--- config.mk ---
export PLATFORM = sky130hd
export DESIGN_NAME = hvm_route_ctrl
export DESIGN_NICKNAME = d
export VERILOG_FILES = /design/src/hw/hvm_pkg.sv /design/src/hw/hvm_sticky.sv /design/src/hw/hvm_pin_watch.sv /design/src/hw/hvm_route_ctrl.sv
export SDC_FILE = /design/constraint.sdc
export NUM_CORES = 1
export LEC_CHECK = 0
export BUFFER_PORTS_ARGS = -buffer_cell sky130_fd_sc_hd__buf_2
export CORE_UTILIZATION = 49
export DETAILED_ROUTE_END_ITERATION = 7
export PLACE_DENSITY = 0.85
export REMOVE_ABC_BUFFERS = 1
export SYNTH_ARGS = -nofsm -noshare
export SYNTH_HDL_FRONTEND = slang
export SYNTH_HIERARCHICAL = 1
export SYNTH_SLANG_ARGS = --single-unit
export TNS_END_PERCENT = 50
--- constraint.sdc ---
create_clock -name pclk -period 2.1 [get_ports pclk]
set_input_delay 0.42 -clock pclk [delete_from_list [all_inputs] [get_ports pclk]]
set_output_delay 0.42 -clock pclk [all_outputs]
set_load 0.01 [all_outputs]
--- src/hw/hvm_pkg.sv ---
package hvm_pkg;

   // ==========================================================
   // bus geometry
   localparam int unsigned ADDR_W = 8;
   localparam int unsigned DATA_W = 32;

   // ==========================================================
   // register byte offsets
   localparam logic [7:0] OFS_MEAS_CTRL  = 8'h00;
   localparam logic [7:0] OFS_PIN_FUNC   = 8'h04;
   localparam logic [7:0] OFS_PULL_CFG   = 8'h08;
   localparam logic [7:0] OFS_WAKE_CFG   = 8'h0C;
   localparam logic [7:0] OFS_WAKE_STAT0 = 8'h10;
   localparam logic [7:0] OFS_WAKE_STAT1 = 8'h14;
   localparam logic [7:0] OFS_LEVEL_STAT = 8'h18;
   localparam logic [7:0] OFS_MODE_CMD   = 8'h1C;
   localparam logic [7:0] OFS_IRQ_STAT   = 8'h20;
   localparam logic [7:0] OFS_IRQ_MASK   = 8'h24;

   // ==========================================================
   // field positions
   localparam int unsigned BIT_MEAS       = 0;  // measure_route_enable
   localparam int unsigned FUNC_LSB       = 0;  // pin function code
   localparam int unsigned FUNC_MSB       = 2;
   localparam int unsigned BIT_FO_TEST    = 4;  // fail_output_test
   localparam int unsigned BIT_SW_ON      = 5;  // side switch on
   localparam int unsigned PULL_LSB       = 0;
   localparam int unsigned PULL_MSB       = 1;
   localparam int unsigned BIT_WK_SENSE   = 0;  // sense_wake_enable
   localparam int unsigned BIT_WK_PIN     = 1;  // pin_as_wake_input
   localparam int unsigned BIT_WK_OTHER   = 2;  // any other wake source
   localparam int unsigned CMD_LSB        = 0;
   localparam int unsigned CMD_MSB        = 1;
   localparam int unsigned BIT_LVL_SENSE  = 0;
   localparam int unsigned BIT_LVL_PIN    = 1;
   localparam int unsigned IRQ_W          = 3;
   localparam int unsigned IRQ_CMD_ERR    = 0;  // command error flag
   localparam int unsigned IRQ_SENSE_WAKE = 1;
   localparam int unsigned IRQ_PIN_WAKE   = 2;

   // ==========================================================
   // codes
   localparam logic [2:0] FUNC_OFF       = 3'h0;
   localparam logic [2:0] FUNC_FAIL      = 3'h1;
   localparam logic [2:0] FUNC_WAKE      = 3'h2;
   localparam logic [2:0] FUNC_LOW_SIDE  = 3'h3;
   localparam logic [2:0] FUNC_HIGH_SIDE = 3'h4;
   localparam logic [1:0] PULL_NONE      = 2'h0;
   localparam logic [1:0] PULL_DOWN      = 2'h1;
   localparam logic [1:0] PULL_UP        = 2'h2;
   localparam logic [1:0] PULL_AUTO      = 2'h3;
   localparam logic [1:0] CMD_SLEEP      = 2'h1;

   // operating mode reported by the mode controller
   typedef enum logic [2:0] {
      HVM_INIT      = 3'h0,
      HVM_NORMAL    = 3'h1,
      HVM_STOP      = 3'h3,
      HVM_SLEEP     = 3'h2,
      HVM_RESTART   = 3'h6,
      HVM_FAIL_SAFE = 3'h7
   } hvm_mode_e;

endpackage

--- src/hw/hvm_sticky.sv ---
`timescale 1ns/1ns
module hvm_sticky
   import hvm_pkg::*;
#(
   parameter int unsigned W = 1
) (
   input  logic         pclk,
   input  logic         presetn,
   input  logic [W-1:0] set,
   input  logic [W-1:0] clr,
   output logic [W-1:0] q
);

   logic [W-1:0] flag_q;
   logic [W-1:0] flag_d;

   // ==========================================================
   // sticky flags, a set in the clearing cycle wins
   always_comb begin
      flag_d = (flag_q & ~clr) | set;
   end

   always_ff @(posedge pclk or negedge presetn) begin
      if (!presetn) begin
         flag_q <= '0;
      end else begin
         flag_q <= flag_d;
      end
   end

   assign q = flag_q;

endmodule

--- src/hw/hvm_pin_watch.sv ---
`timescale 1ns/1ns
module hvm_pin_watch
   import hvm_pkg::*;
(
   input  logic pclk,
   input  logic presetn,
   input  logic pin_async,
   input  logic gate,
   output logic level,
   output logic change
);

   logic s1_q;
   logic s2_q;
   logic s3_q;
   logic lvl_q;
   logic lvl_d;
   logic chg_q;
   logic chg_d;

   // ==========================================================
   // accept a new level once stages two and three agree
   always_comb begin
      lvl_d = lvl_q;
      chg_d = 1'b0;
      if (s2_q == s3_q) begin
         lvl_d = s3_q;
         chg_d = (s3_q != lvl_q) && !gate;  // gated path reports nothing
      end
   end

   // three-stage synchroniser plus filtered level
   always_ff @(posedge pclk or negedge presetn) begin
      if (!presetn) begin
         s1_q  <= 1'b0;
         s2_q  <= 1'b0;
         s3_q  <= 1'b0;
         lvl_q <= 1'b0;
         chg_q <= 1'b0;
      end else begin
         s1_q  <= pin_async;
         s2_q  <= s1_q;
         s3_q  <= s2_q;
         lvl_q <= lvl_d;
         chg_q <= chg_d;
      end
   end

   assign level  = lvl_q;
   assign change = chg_q;

endmodule

--- src/hw/hvm_route_ctrl.sv ---
`timescale 1ns/1ns
module hvm_route_ctrl
   import hvm_pkg::*;
(
   input  logic              pclk,
   input  logic              presetn,
   input  logic              psel,
   input  logic              penable,
   input  logic              pwrite,
   input  logic [ADDR_W-1:0] paddr,
   input  logic [DATA_W-1:0] pwdata,
   output logic [DATA_W-1:0] prdata,
   output logic              pready,
   output logic              pslverr,
   input  hvm_mode_e         sbc_mode,
   input  logic              fail_signal,
   input  logic              hv_sense_input,
   input  logic              fail_gp_pin_i,
   output logic              fail_gp_pin_o,
   output logic              fail_gp_pin_oe,
   output logic              route_switch_close,
   output logic              sense_pull_up_en,
   output logic              sense_pull_down_en,
   output logic              pin_pull_down_en,
   output logic              sleep_req,
   output logic              restart_req,
   output logic              irq
);

   // ==========================================================
   // address decode
   function automatic logic reg_hit(input logic [ADDR_W-1:0] a);
      case (a)
         OFS_MEAS_CTRL, OFS_PIN_FUNC, OFS_PULL_CFG, OFS_WAKE_CFG,
         OFS_WAKE_STAT0, OFS_WAKE_STAT1, OFS_LEVEL_STAT, OFS_MODE_CMD,
         OFS_IRQ_STAT, OFS_IRQ_MASK: reg_hit = 1'b1;
         default: reg_hit = 1'b0;
      endcase
   endfunction

   logic              wr_en;
   logic              rd_setup;
   logic              meas_q,    meas_d;
   logic [2:0]        func_q,    func_d;
   logic              fo_test_q, fo_test_d;
   logic              sw_on_q,   sw_on_d;
   logic [1:0]        pull_q,    pull_d;
   logic [2:0]        wcfg_q,    wcfg_d;
   logic [IRQ_W-1:0]  mask_q,    mask_d;
   logic [1:0]        lvl_q,     lvl_d;
   logic [DATA_W-1:0] rdata_q,   rdata_d;
   logic              sleep_q,   sleep_d;
   logic              restart_q, restart_d;
   logic              route_q,   route_d;
   logic              pin_o_q,   pin_o_d;
   logic              pin_oe_q,  pin_oe_d;
   logic              pu_q,      pu_d;
   logic              pd_q,      pd_d;
   logic              ppd_q,     ppd_d;
   logic              cmd_err;
   logic              sense_lvl, sense_chg;
   logic              pin_lvl,   pin_chg;
   logic              sense_wk,  pin_wk;
   logic              wstat0,    wstat1;
   logic [IRQ_W-1:0]  irq_stat;
   logic [IRQ_W-1:0]  irq_set;

   // ==========================================================
   // bus strobes, one wait-free access phase
   assign wr_en    = psel && penable && pwrite;
   assign rd_setup = psel && !penable && !pwrite;
   assign pready   = 1'b1;
   assign pslverr  = psel && penable && !reg_hit(paddr);
   assign prdata   = rdata_q;

   // ==========================================================
   // input watchers, gated while measuring
   hvm_pin_watch u_sense_watch (
      .pclk      (pclk),
      .presetn   (presetn),
      .pin_async (hv_sense_input),
      .gate      (meas_q),
      .level     (sense_lvl),
      .change    (sense_chg)
   );

   hvm_pin_watch u_pin_watch (
      .pclk      (pclk),
      .presetn   (presetn),
      .pin_async (fail_gp_pin_i),
      .gate      (meas_q),
      .level     (pin_lvl),
      .change    (pin_chg)
   );

   // wake events only with measurement off
   assign sense_wk = sense_chg && wcfg_q[BIT_WK_SENSE] && !meas_q;
   assign pin_wk   = pin_chg && wcfg_q[BIT_WK_PIN] && !meas_q;

   // ==========================================================
   // configuration writes and sleep command check
   always_comb begin
      meas_d    = meas_q;
      func_d    = func_q;
      fo_test_d = fo_test_q;
      sw_on_d   = sw_on_q;
      pull_d    = pull_q;
      wcfg_d    = wcfg_q;
      mask_d    = mask_q;
      cmd_err   = 1'b0;
      sleep_d   = 1'b0;
      restart_d = 1'b0;
      if (wr_en) begin
         case (paddr)
            OFS_MEAS_CTRL: begin
               if (pwdata[BIT_MEAS] && !meas_q && (func_q != FUNC_OFF)) begin
                  cmd_err = 1'b1;
               end else begin
                  meas_d = pwdata[BIT_MEAS];
               end
            end
            OFS_PIN_FUNC: begin
               func_d    = pwdata[FUNC_MSB:FUNC_LSB];
               fo_test_d = pwdata[BIT_FO_TEST];
               sw_on_d   = pwdata[BIT_SW_ON];
               if (meas_q && ({sw_on_d, fo_test_d, func_d} !=
                              {sw_on_q, fo_test_q, func_q})) begin
                  cmd_err = 1'b1;
               end
            end
            OFS_PULL_CFG: begin
               pull_d = pwdata[PULL_MSB:PULL_LSB];
            end
            OFS_WAKE_CFG: begin
               wcfg_d = pwdata[BIT_WK_OTHER:BIT_WK_SENSE];
            end
            OFS_IRQ_MASK: begin
               mask_d = pwdata[IRQ_W-1:0];
            end
            OFS_MODE_CMD: begin
               if (pwdata[CMD_MSB:CMD_LSB] == CMD_SLEEP) begin
                  if (meas_q && !wcfg_q[BIT_WK_OTHER] &&
                      (wcfg_q[BIT_WK_SENSE] || wcfg_q[BIT_WK_PIN])) begin
                     cmd_err   = 1'b1;
                     restart_d = 1'b1;
                  end else begin
                     sleep_d = 1'b1;
                  end
               end
            end
            default: begin
            end
         endcase
      end
   end

   // ==========================================================
   // pin drive, pulls, switch and level status
   always_comb begin
      pin_o_d  = 1'b0;
      pin_oe_d = 1'b0;
      pu_d     = 1'b0;
      pd_d     = 1'b0;
      ppd_d    = 1'b0;
      route_d  = meas_q && (sbc_mode == HVM_NORMAL);
      lvl_d    = lvl_q;
      if (!meas_q) begin
         lvl_d = {pin_lvl, sense_lvl};
         case (func_q)
            FUNC_FAIL: begin
               pin_oe_d = fail_signal || fo_test_q;       // low-active fail line
            end
            FUNC_LOW_SIDE: begin
               pin_oe_d = sw_on_q;
            end
            FUNC_HIGH_SIDE: begin
               pin_oe_d = sw_on_q;
               pin_o_d  = 1'b1;
            end
            FUNC_WAKE: begin
               ppd_d = 1'b1;
            end
            default: begin
            end
         endcase
         case (pull_q)
            PULL_DOWN: pd_d = 1'b1;
            PULL_UP:   pu_d = 1'b1;
            PULL_AUTO: begin
               pu_d = sense_lvl;                          // hold the present level
               pd_d = !sense_lvl;
            end
            default: begin
            end
         endcase
      end
   end

   // read data captured in the setup cycle
   always_comb begin
      rdata_d = rdata_q;
      if (rd_setup) begin
         rdata_d = '0;
         case (paddr)
            OFS_MEAS_CTRL:  rdata_d[BIT_MEAS] = meas_q;
            OFS_PIN_FUNC: begin
               rdata_d[FUNC_MSB:FUNC_LSB] = func_q;
               rdata_d[BIT_FO_TEST]       = fo_test_q;
               rdata_d[BIT_SW_ON]         = sw_on_q;
            end
            OFS_PULL_CFG:   rdata_d[PULL_MSB:PULL_LSB] = pull_q;
            OFS_WAKE_CFG:   rdata_d[BIT_WK_OTHER:BIT_WK_SENSE] = wcfg_q;
            OFS_WAKE_STAT0: rdata_d[0] = wstat0;
            OFS_WAKE_STAT1: rdata_d[0] = wstat1;
            OFS_LEVEL_STAT: rdata_d[BIT_LVL_PIN:BIT_LVL_SENSE] = lvl_q;
            OFS_MODE_CMD:   rdata_d[2:0] = sbc_mode;
            OFS_IRQ_STAT:   rdata_d[IRQ_W-1:0] = irq_stat;
            OFS_IRQ_MASK:   rdata_d[IRQ_W-1:0] = mask_q;
            default: begin
            end
         endcase
      end
   end

   // ==========================================================
   // state registers, everything off after reset
   always_ff @(posedge pclk or negedge presetn) begin
      if (!presetn) begin
         meas_q    <= 1'b0;
         func_q    <= FUNC_OFF;
         fo_test_q <= 1'b0;
         sw_on_q   <= 1'b0;
         pull_q    <= PULL_NONE;
         wcfg_q    <= '0;
         mask_q    <= '0;
         lvl_q     <= '0;
         rdata_q   <= '0;
         sleep_q   <= 1'b0;
         restart_q <= 1'b0;
         route_q   <= 1'b0;
         pin_o_q   <= 1'b0;
         pin_oe_q  <= 1'b0;
         pu_q      <= 1'b0;
         pd_q      <= 1'b0;
         ppd_q     <= 1'b0;
      end else begin
         meas_q    <= meas_d;
         func_q    <= func_d;
         fo_test_q <= fo_test_d;
         sw_on_q   <= sw_on_d;
         pull_q    <= pull_d;
         wcfg_q    <= wcfg_d;
         mask_q    <= mask_d;
         lvl_q     <= lvl_d;
         rdata_q   <= rdata_d;
         sleep_q   <= sleep_d;
         restart_q <= restart_d;
         route_q   <= route_d;
         pin_o_q   <= pin_o_d;
         pin_oe_q  <= pin_oe_d;
         pu_q      <= pu_d;
         pd_q      <= pd_d;
         ppd_q     <= ppd_d;
      end
   end

   // ==========================================================
   // sticky status, write one to clear
   hvm_sticky #(.W(1)) u_wake_stat0 (
      .pclk    (pclk),
      .presetn (presetn),
      .set     (sense_wk),
      .clr     (wr_en && (paddr == OFS_WAKE_STAT0) && pwdata[0]),
      .q       (wstat0)
   );

   hvm_sticky #(.W(1)) u_wake_stat1 (
      .pclk    (pclk),
      .presetn (presetn),
      .set     (pin_wk),
      .clr     (wr_en && (paddr == OFS_WAKE_STAT1) && pwdata[0]),
      .q       (wstat1)
   );

   always_comb begin
      irq_set                 = '0;
      irq_set[IRQ_CMD_ERR]    = cmd_err;
      irq_set[IRQ_SENSE_WAKE] = sense_wk;
      irq_set[IRQ_PIN_WAKE]   = pin_wk;
   end

   hvm_sticky #(.W(IRQ_W)) u_irq_stat (
      .pclk    (pclk),
      .presetn (presetn),
      .set     (irq_set),
      .clr     (wr_en && (paddr == OFS_IRQ_STAT) ? pwdata[IRQ_W-1:0] : '0),
      .q       (irq_stat)
   );

   // ==========================================================
   // outputs
   assign irq                = |(irq_stat & mask_q);
   assign route_switch_close = route_q;
   assign fail_gp_pin_o      = pin_o_q;
   assign fail_gp_pin_oe     = pin_oe_q;
   assign sense_pull_up_en   = pu_q;
   assign sense_pull_down_en = pd_q;
   assign pin_pull_down_en   = ppd_q;
   assign sleep_req          = sleep_q;
   assign restart_req        = restart_q;

   // ==========================================================
   // checks
   chk_route_cause: assert property (@(posedge pclk) disable iff (!presetn)
      route_switch_close |-> $past(meas_q) && ($past(sbc_mode) == HVM_NORMAL))
      else $error("switch closed without enable in normal mode");

   chk_route_close: assert property (@(posedge pclk) disable iff (!presetn)
      meas_q && (sbc_mode == HVM_NORMAL) |=> route_switch_close)
      else $error("switch not closed in normal mode");

   chk_pulls_off: assert property (@(posedge pclk) disable iff (!presetn)
      meas_q |=> !sense_pull_up_en && !sense_pull_down_en && !pin_pull_down_en)
      else $error("pull active while measuring");

   chk_wake_frozen: assert property (@(posedge pclk) disable iff (!presetn)
      meas_q |=> !$rose(wstat0) && !$rose(wstat1))
      else $error("wake status set while measuring");

   chk_level_frozen: assert property (@(posedge pclk) disable iff (!presetn)
      meas_q |=> $stable(lvl_q))
      else $error("level status moved while measuring");

   chk_sleep_refused: assert property (@(posedge pclk) disable iff (!presetn)
      wr_en && (paddr == OFS_MODE_CMD) && (pwdata[CMD_MSB:CMD_LSB] == CMD_SLEEP)
      && meas_q && !wcfg_q[BIT_WK_OTHER] && (wcfg_q[BIT_WK_SENSE] || wcfg_q[BIT_WK_PIN])
      |=> restart_req && !sleep_req && irq_stat[IRQ_CMD_ERR] ##1 !restart_req)
      else $error("sleep not turned into restart");

   chk_pin_released: assert property (@(posedge pclk) disable iff (!presetn)
      meas_q |=> !fail_gp_pin_oe)
      else $error("pin driven while measuring");

   chk_func_error: assert property (@(posedge pclk) disable iff (!presetn)
      wr_en && (paddr == OFS_PIN_FUNC) && meas_q
      && (pwdata[FUNC_MSB:FUNC_LSB] != func_q) |=> irq_stat[IRQ_CMD_ERR])
      else $error("function change not flagged");

   chk_meas_refused: assert property (@(posedge pclk) disable iff (!presetn)
      wr_en && (paddr == OFS_MEAS_CTRL) && pwdata[BIT_MEAS] && !meas_q
      && (func_q != FUNC_OFF) |=> !meas_q && irq_stat[IRQ_CMD_ERR])
      else $error("enable accepted with pin function set");

   chk_fail_safe: assert property (@(posedge pclk) disable iff (!presetn)
      meas_q && (sbc_mode == HVM_FAIL_SAFE) && !(wr_en && (paddr == OFS_MEAS_CTRL))
      |=> meas_q && !route_switch_close)
      else $error("fail-safe lost enable or closed switch");

endmodule

==> flow_summary.json <==
{
  "dp_hpwl_um": 3540,
  "vdd_drop_max_uv": 298,
  "start_util_pct": 50.8,
  "clock-sinks": 44,
  "rsz0062_at_grt": "no",
  "synth.ff_latch_count": 44,
  "clk_pin_slew_ns": 0.09,
  "final.setup.tns_ns": 0,
  "clockBufferDepth": 2,
  "num_antenna_cells": 0,
  "cts_tree": "built",
  "design.die.area_mm2": 0.00518,
  "cp_slowest_cell": "dfrtp_1",
  "slew_headroom_pct": 64.5,
  "rows": 25,
  "synthArstFlopShare_pct": 100,
  "dp_slack_ns": 0.0737,
  "pwr-share-comb_pct": 10.8,
  "fin_util_pct": 57.4,
  "path_cells": "a222oi_1 > inv_1 > buf_2",
  "drcViolationCount": 0,
  "grt_max_degree": 45,
  "critPathKind": "flop to output port",
  "arrival_ns": 1.30,
  "antenna_found_initial": 0,
  "gp_congestion": 0.901,
  "core_mm2": 0.00472,
  "period_needed_ns": 1.72,
  "portBuffers": 38,
  "power.switching_uw": 439,
  "boundaryPins": 94,
  "place_area_mm2": 0.00260,
  "hold_class": "primary input to asynchronous set/reset pin",
  "synth_area_mm2": 0.00240,
  "yosysTopAreaCell": "dfrtp_1",
  "setup_slack_ns": 0.377,
  "synthTopCellsByArea": "dfrtp_1 46%, buf_4 8.8%, mux2_2 6.6%",
  "synth_cell_types": 49,
  "power_density_mw_per_mm2": 646,
  "overflow": 0,
  "seq_area_frac_synth_pct": 45.9,
  "cts_resized": 0,
  "cap_violations": 0,
  "synth_ff_type": "dfrtp_1",
  "numCtsBuffers": 5,
  "first_iter_violations": 182,
  "routedWlPerCell_um": 14.4,
  "clock_skew_ns": 0.0110,
  "vias": 1795,
  "grt_pass1_wl_um": 7980,
  "drt-vias-per-instance": 5.26,
  "critPathMaxFanout": 3,
  "fin_area_mm2": 0.00271,
  "internal_power_uw": 1310,
  "first_pass_iters": 4,
  "grt_pass1_vias": 1664,
  "fin_crit_sh_pct": 82.1,
  "post_cts_buffers": 0,
  "slew_violations": 0,
  "fp.dieH_um": 72.0,
  "synth.avg_cell_area_um2": 10.5,
  "seq_power_share_pct": 51.7,
  "synth_commonest_cells": "44 x dfrtp_1, 28 x buf_4, 14 x mux2_2, 14 x nor2_1",
  "worstMarginPinSlew_ns": 0.533,
  "required_ns": 1.68,
  "netlist_instances": 229,
  "fin_nets": 324,
  "wl_um": 4910,
  "clock_latency_ns": 0.30,
  "yosysMostFrequentCell": "dfrtp_1",
  "finalSetupViolCount": 0,
  "switching_share_pct": 25.1,
  "max_freq_mhz": 580,
  "drive_gt1_share_pct": 29.9,
  "status": "complete, no violations",
  "p_leak_uw": 0.00139,
  "synth_top_area_share_pct": 45.9,
  "final_antenna_net_count": 0,
  "syn2layout_area_growth_pct": 13.0,
  "cts_hold_buffers": 0,
  "track_usage_pct": 20.5,
  "die_w_um": 72.0,
  "cpPeakStageDelay_ns": 0.40,
  "crit_path_end_kind": "output port",
  "synth_edf_count": 0,
  "yosysWarnings": 6,
  "finalHoldViolCount": 0,
  "startpoint_type": "flop",
  "h-tree-depth": 2,
  "cts_root_buf": "clkbuf_8",
  "power_frac_clock_pct": 37.5
}
registers in the layout, summed over array words and instances, names as in the netlist, 2 cells and up:
register      cells
func_q            3
mask_q            3
u_irq_stat/q      3
prdata            5
pull_q            2
lvl_q             2
wcfg_q            3
kinds of logic (layout without fill, tap and decap cells):
kind of cell,count (synthesis),in the layout,synth area share (%)
other,2,28,0.313
AO/OA/AOI/OAI,26,26,8.03
AND/OR/NAND/NOR,78,78,19.3
buffers and inverters,47,66,12.3
adder cells (fa/ha/maj),2,2,0.834
multiplexers,25,25,11.6
flip-flops,44,44,45.9
XOR/XNOR,5,5,1.83
worst max-delay path: cells and delay by family (launching register included):
kind                   cells  cell delay (ns)
flip-flops                 1             0.40
AO/OA/AOI/OAI              1             0.39
buffers and inverters      2             0.22
layout by cell type, fill, tap and decap left out, types with 7 or more instances in the layout:
master,synthesis,final
dfrtp_1,44,44
buf_2,4,38
conb_1,2,28
nor2_1,14,14
mux2_2,14,14
buf_4,28,12
nand3_1,9,9
mux2i_1,9,9
nand2_1,8,8
nor3_1,8,8
inv_1,8,8
and3_1,7,7
routing by layer:
metal  share of wire [%]  global-route usage [%]  wire [um]
met5                   0                       0          0
met4                 3.1                    9.59        152
met3                 6.5                    4.72        317
met2                  47                    32.9       2300
met1                  44                    26.5       2130
final timing paths:
| path | endpoint | depth (start not counted) | start | slack, ns |
|---|---|---|---|---|
| worst max register to register | u_irq_stat/q[0]$_DFF_PN0_ | 5 | func_q[2]$_DFFE_PN0P_ | 0.63 |
| min in group pclk | u_pin_watch/s1_q$_DFF_PN0_ | 1 | fail_gp_pin_i | 0.21 |
| worst min-delay path | u_sense_watch/s1_q$_DFF_PN0_ | 2 | presetn | 0.17 |
| max in group asynchronous | prdata[4]$_DFFE_PN0P_ | 2 | presetn | 1.55 |
| worst max-delay path | irq | 3 | u_irq_stat/q[0]$_DFF_PN0_ | 0.38 |
| worst min register to register | u_sense_watch/s2_q$_DFF_PN0_ | 0 | u_sense_watch/s1_q$_DFF_PN0_ | 0.36 |
layout make-up:
| cell class | instances | area (um^2) |
|---|---|---|
| repair buffers | 50 | 280 |
| well taps | 67 | 83.8 |
| multi-input cells | 164 | 1100 |
| fillers | 410 | 2010 |
| inverters | 8 | 30.0 |
| clock buffers | 5 | 68.8 |
| clock inverters | 3 | 46.3 |
| flip-flops and latches | 44 | 1100 |
power groups by stage:
stage               clock [uW]  sequential, uW  combinational (uW)
floorplan                    0             918                91.2
finish                     657             906                 189
global route               707             912                 211
global placement             0             920                 183
detailed placement           0             922                 188
CTS                        675             906                 189
through the flow:
step           power (uW)  cells  hold slack (ns)
2_1_floorplan        1010    216            0.124
3_3_place_gp         1100    333            0.333
5_1_grt              1830    341            0.196
3_5_place_dp         1110    333            0.337
6_report             1750    341            0.166
4_1_cts              1770    341            0.190
Note: power is estimated with default switching activity, not from simulation.
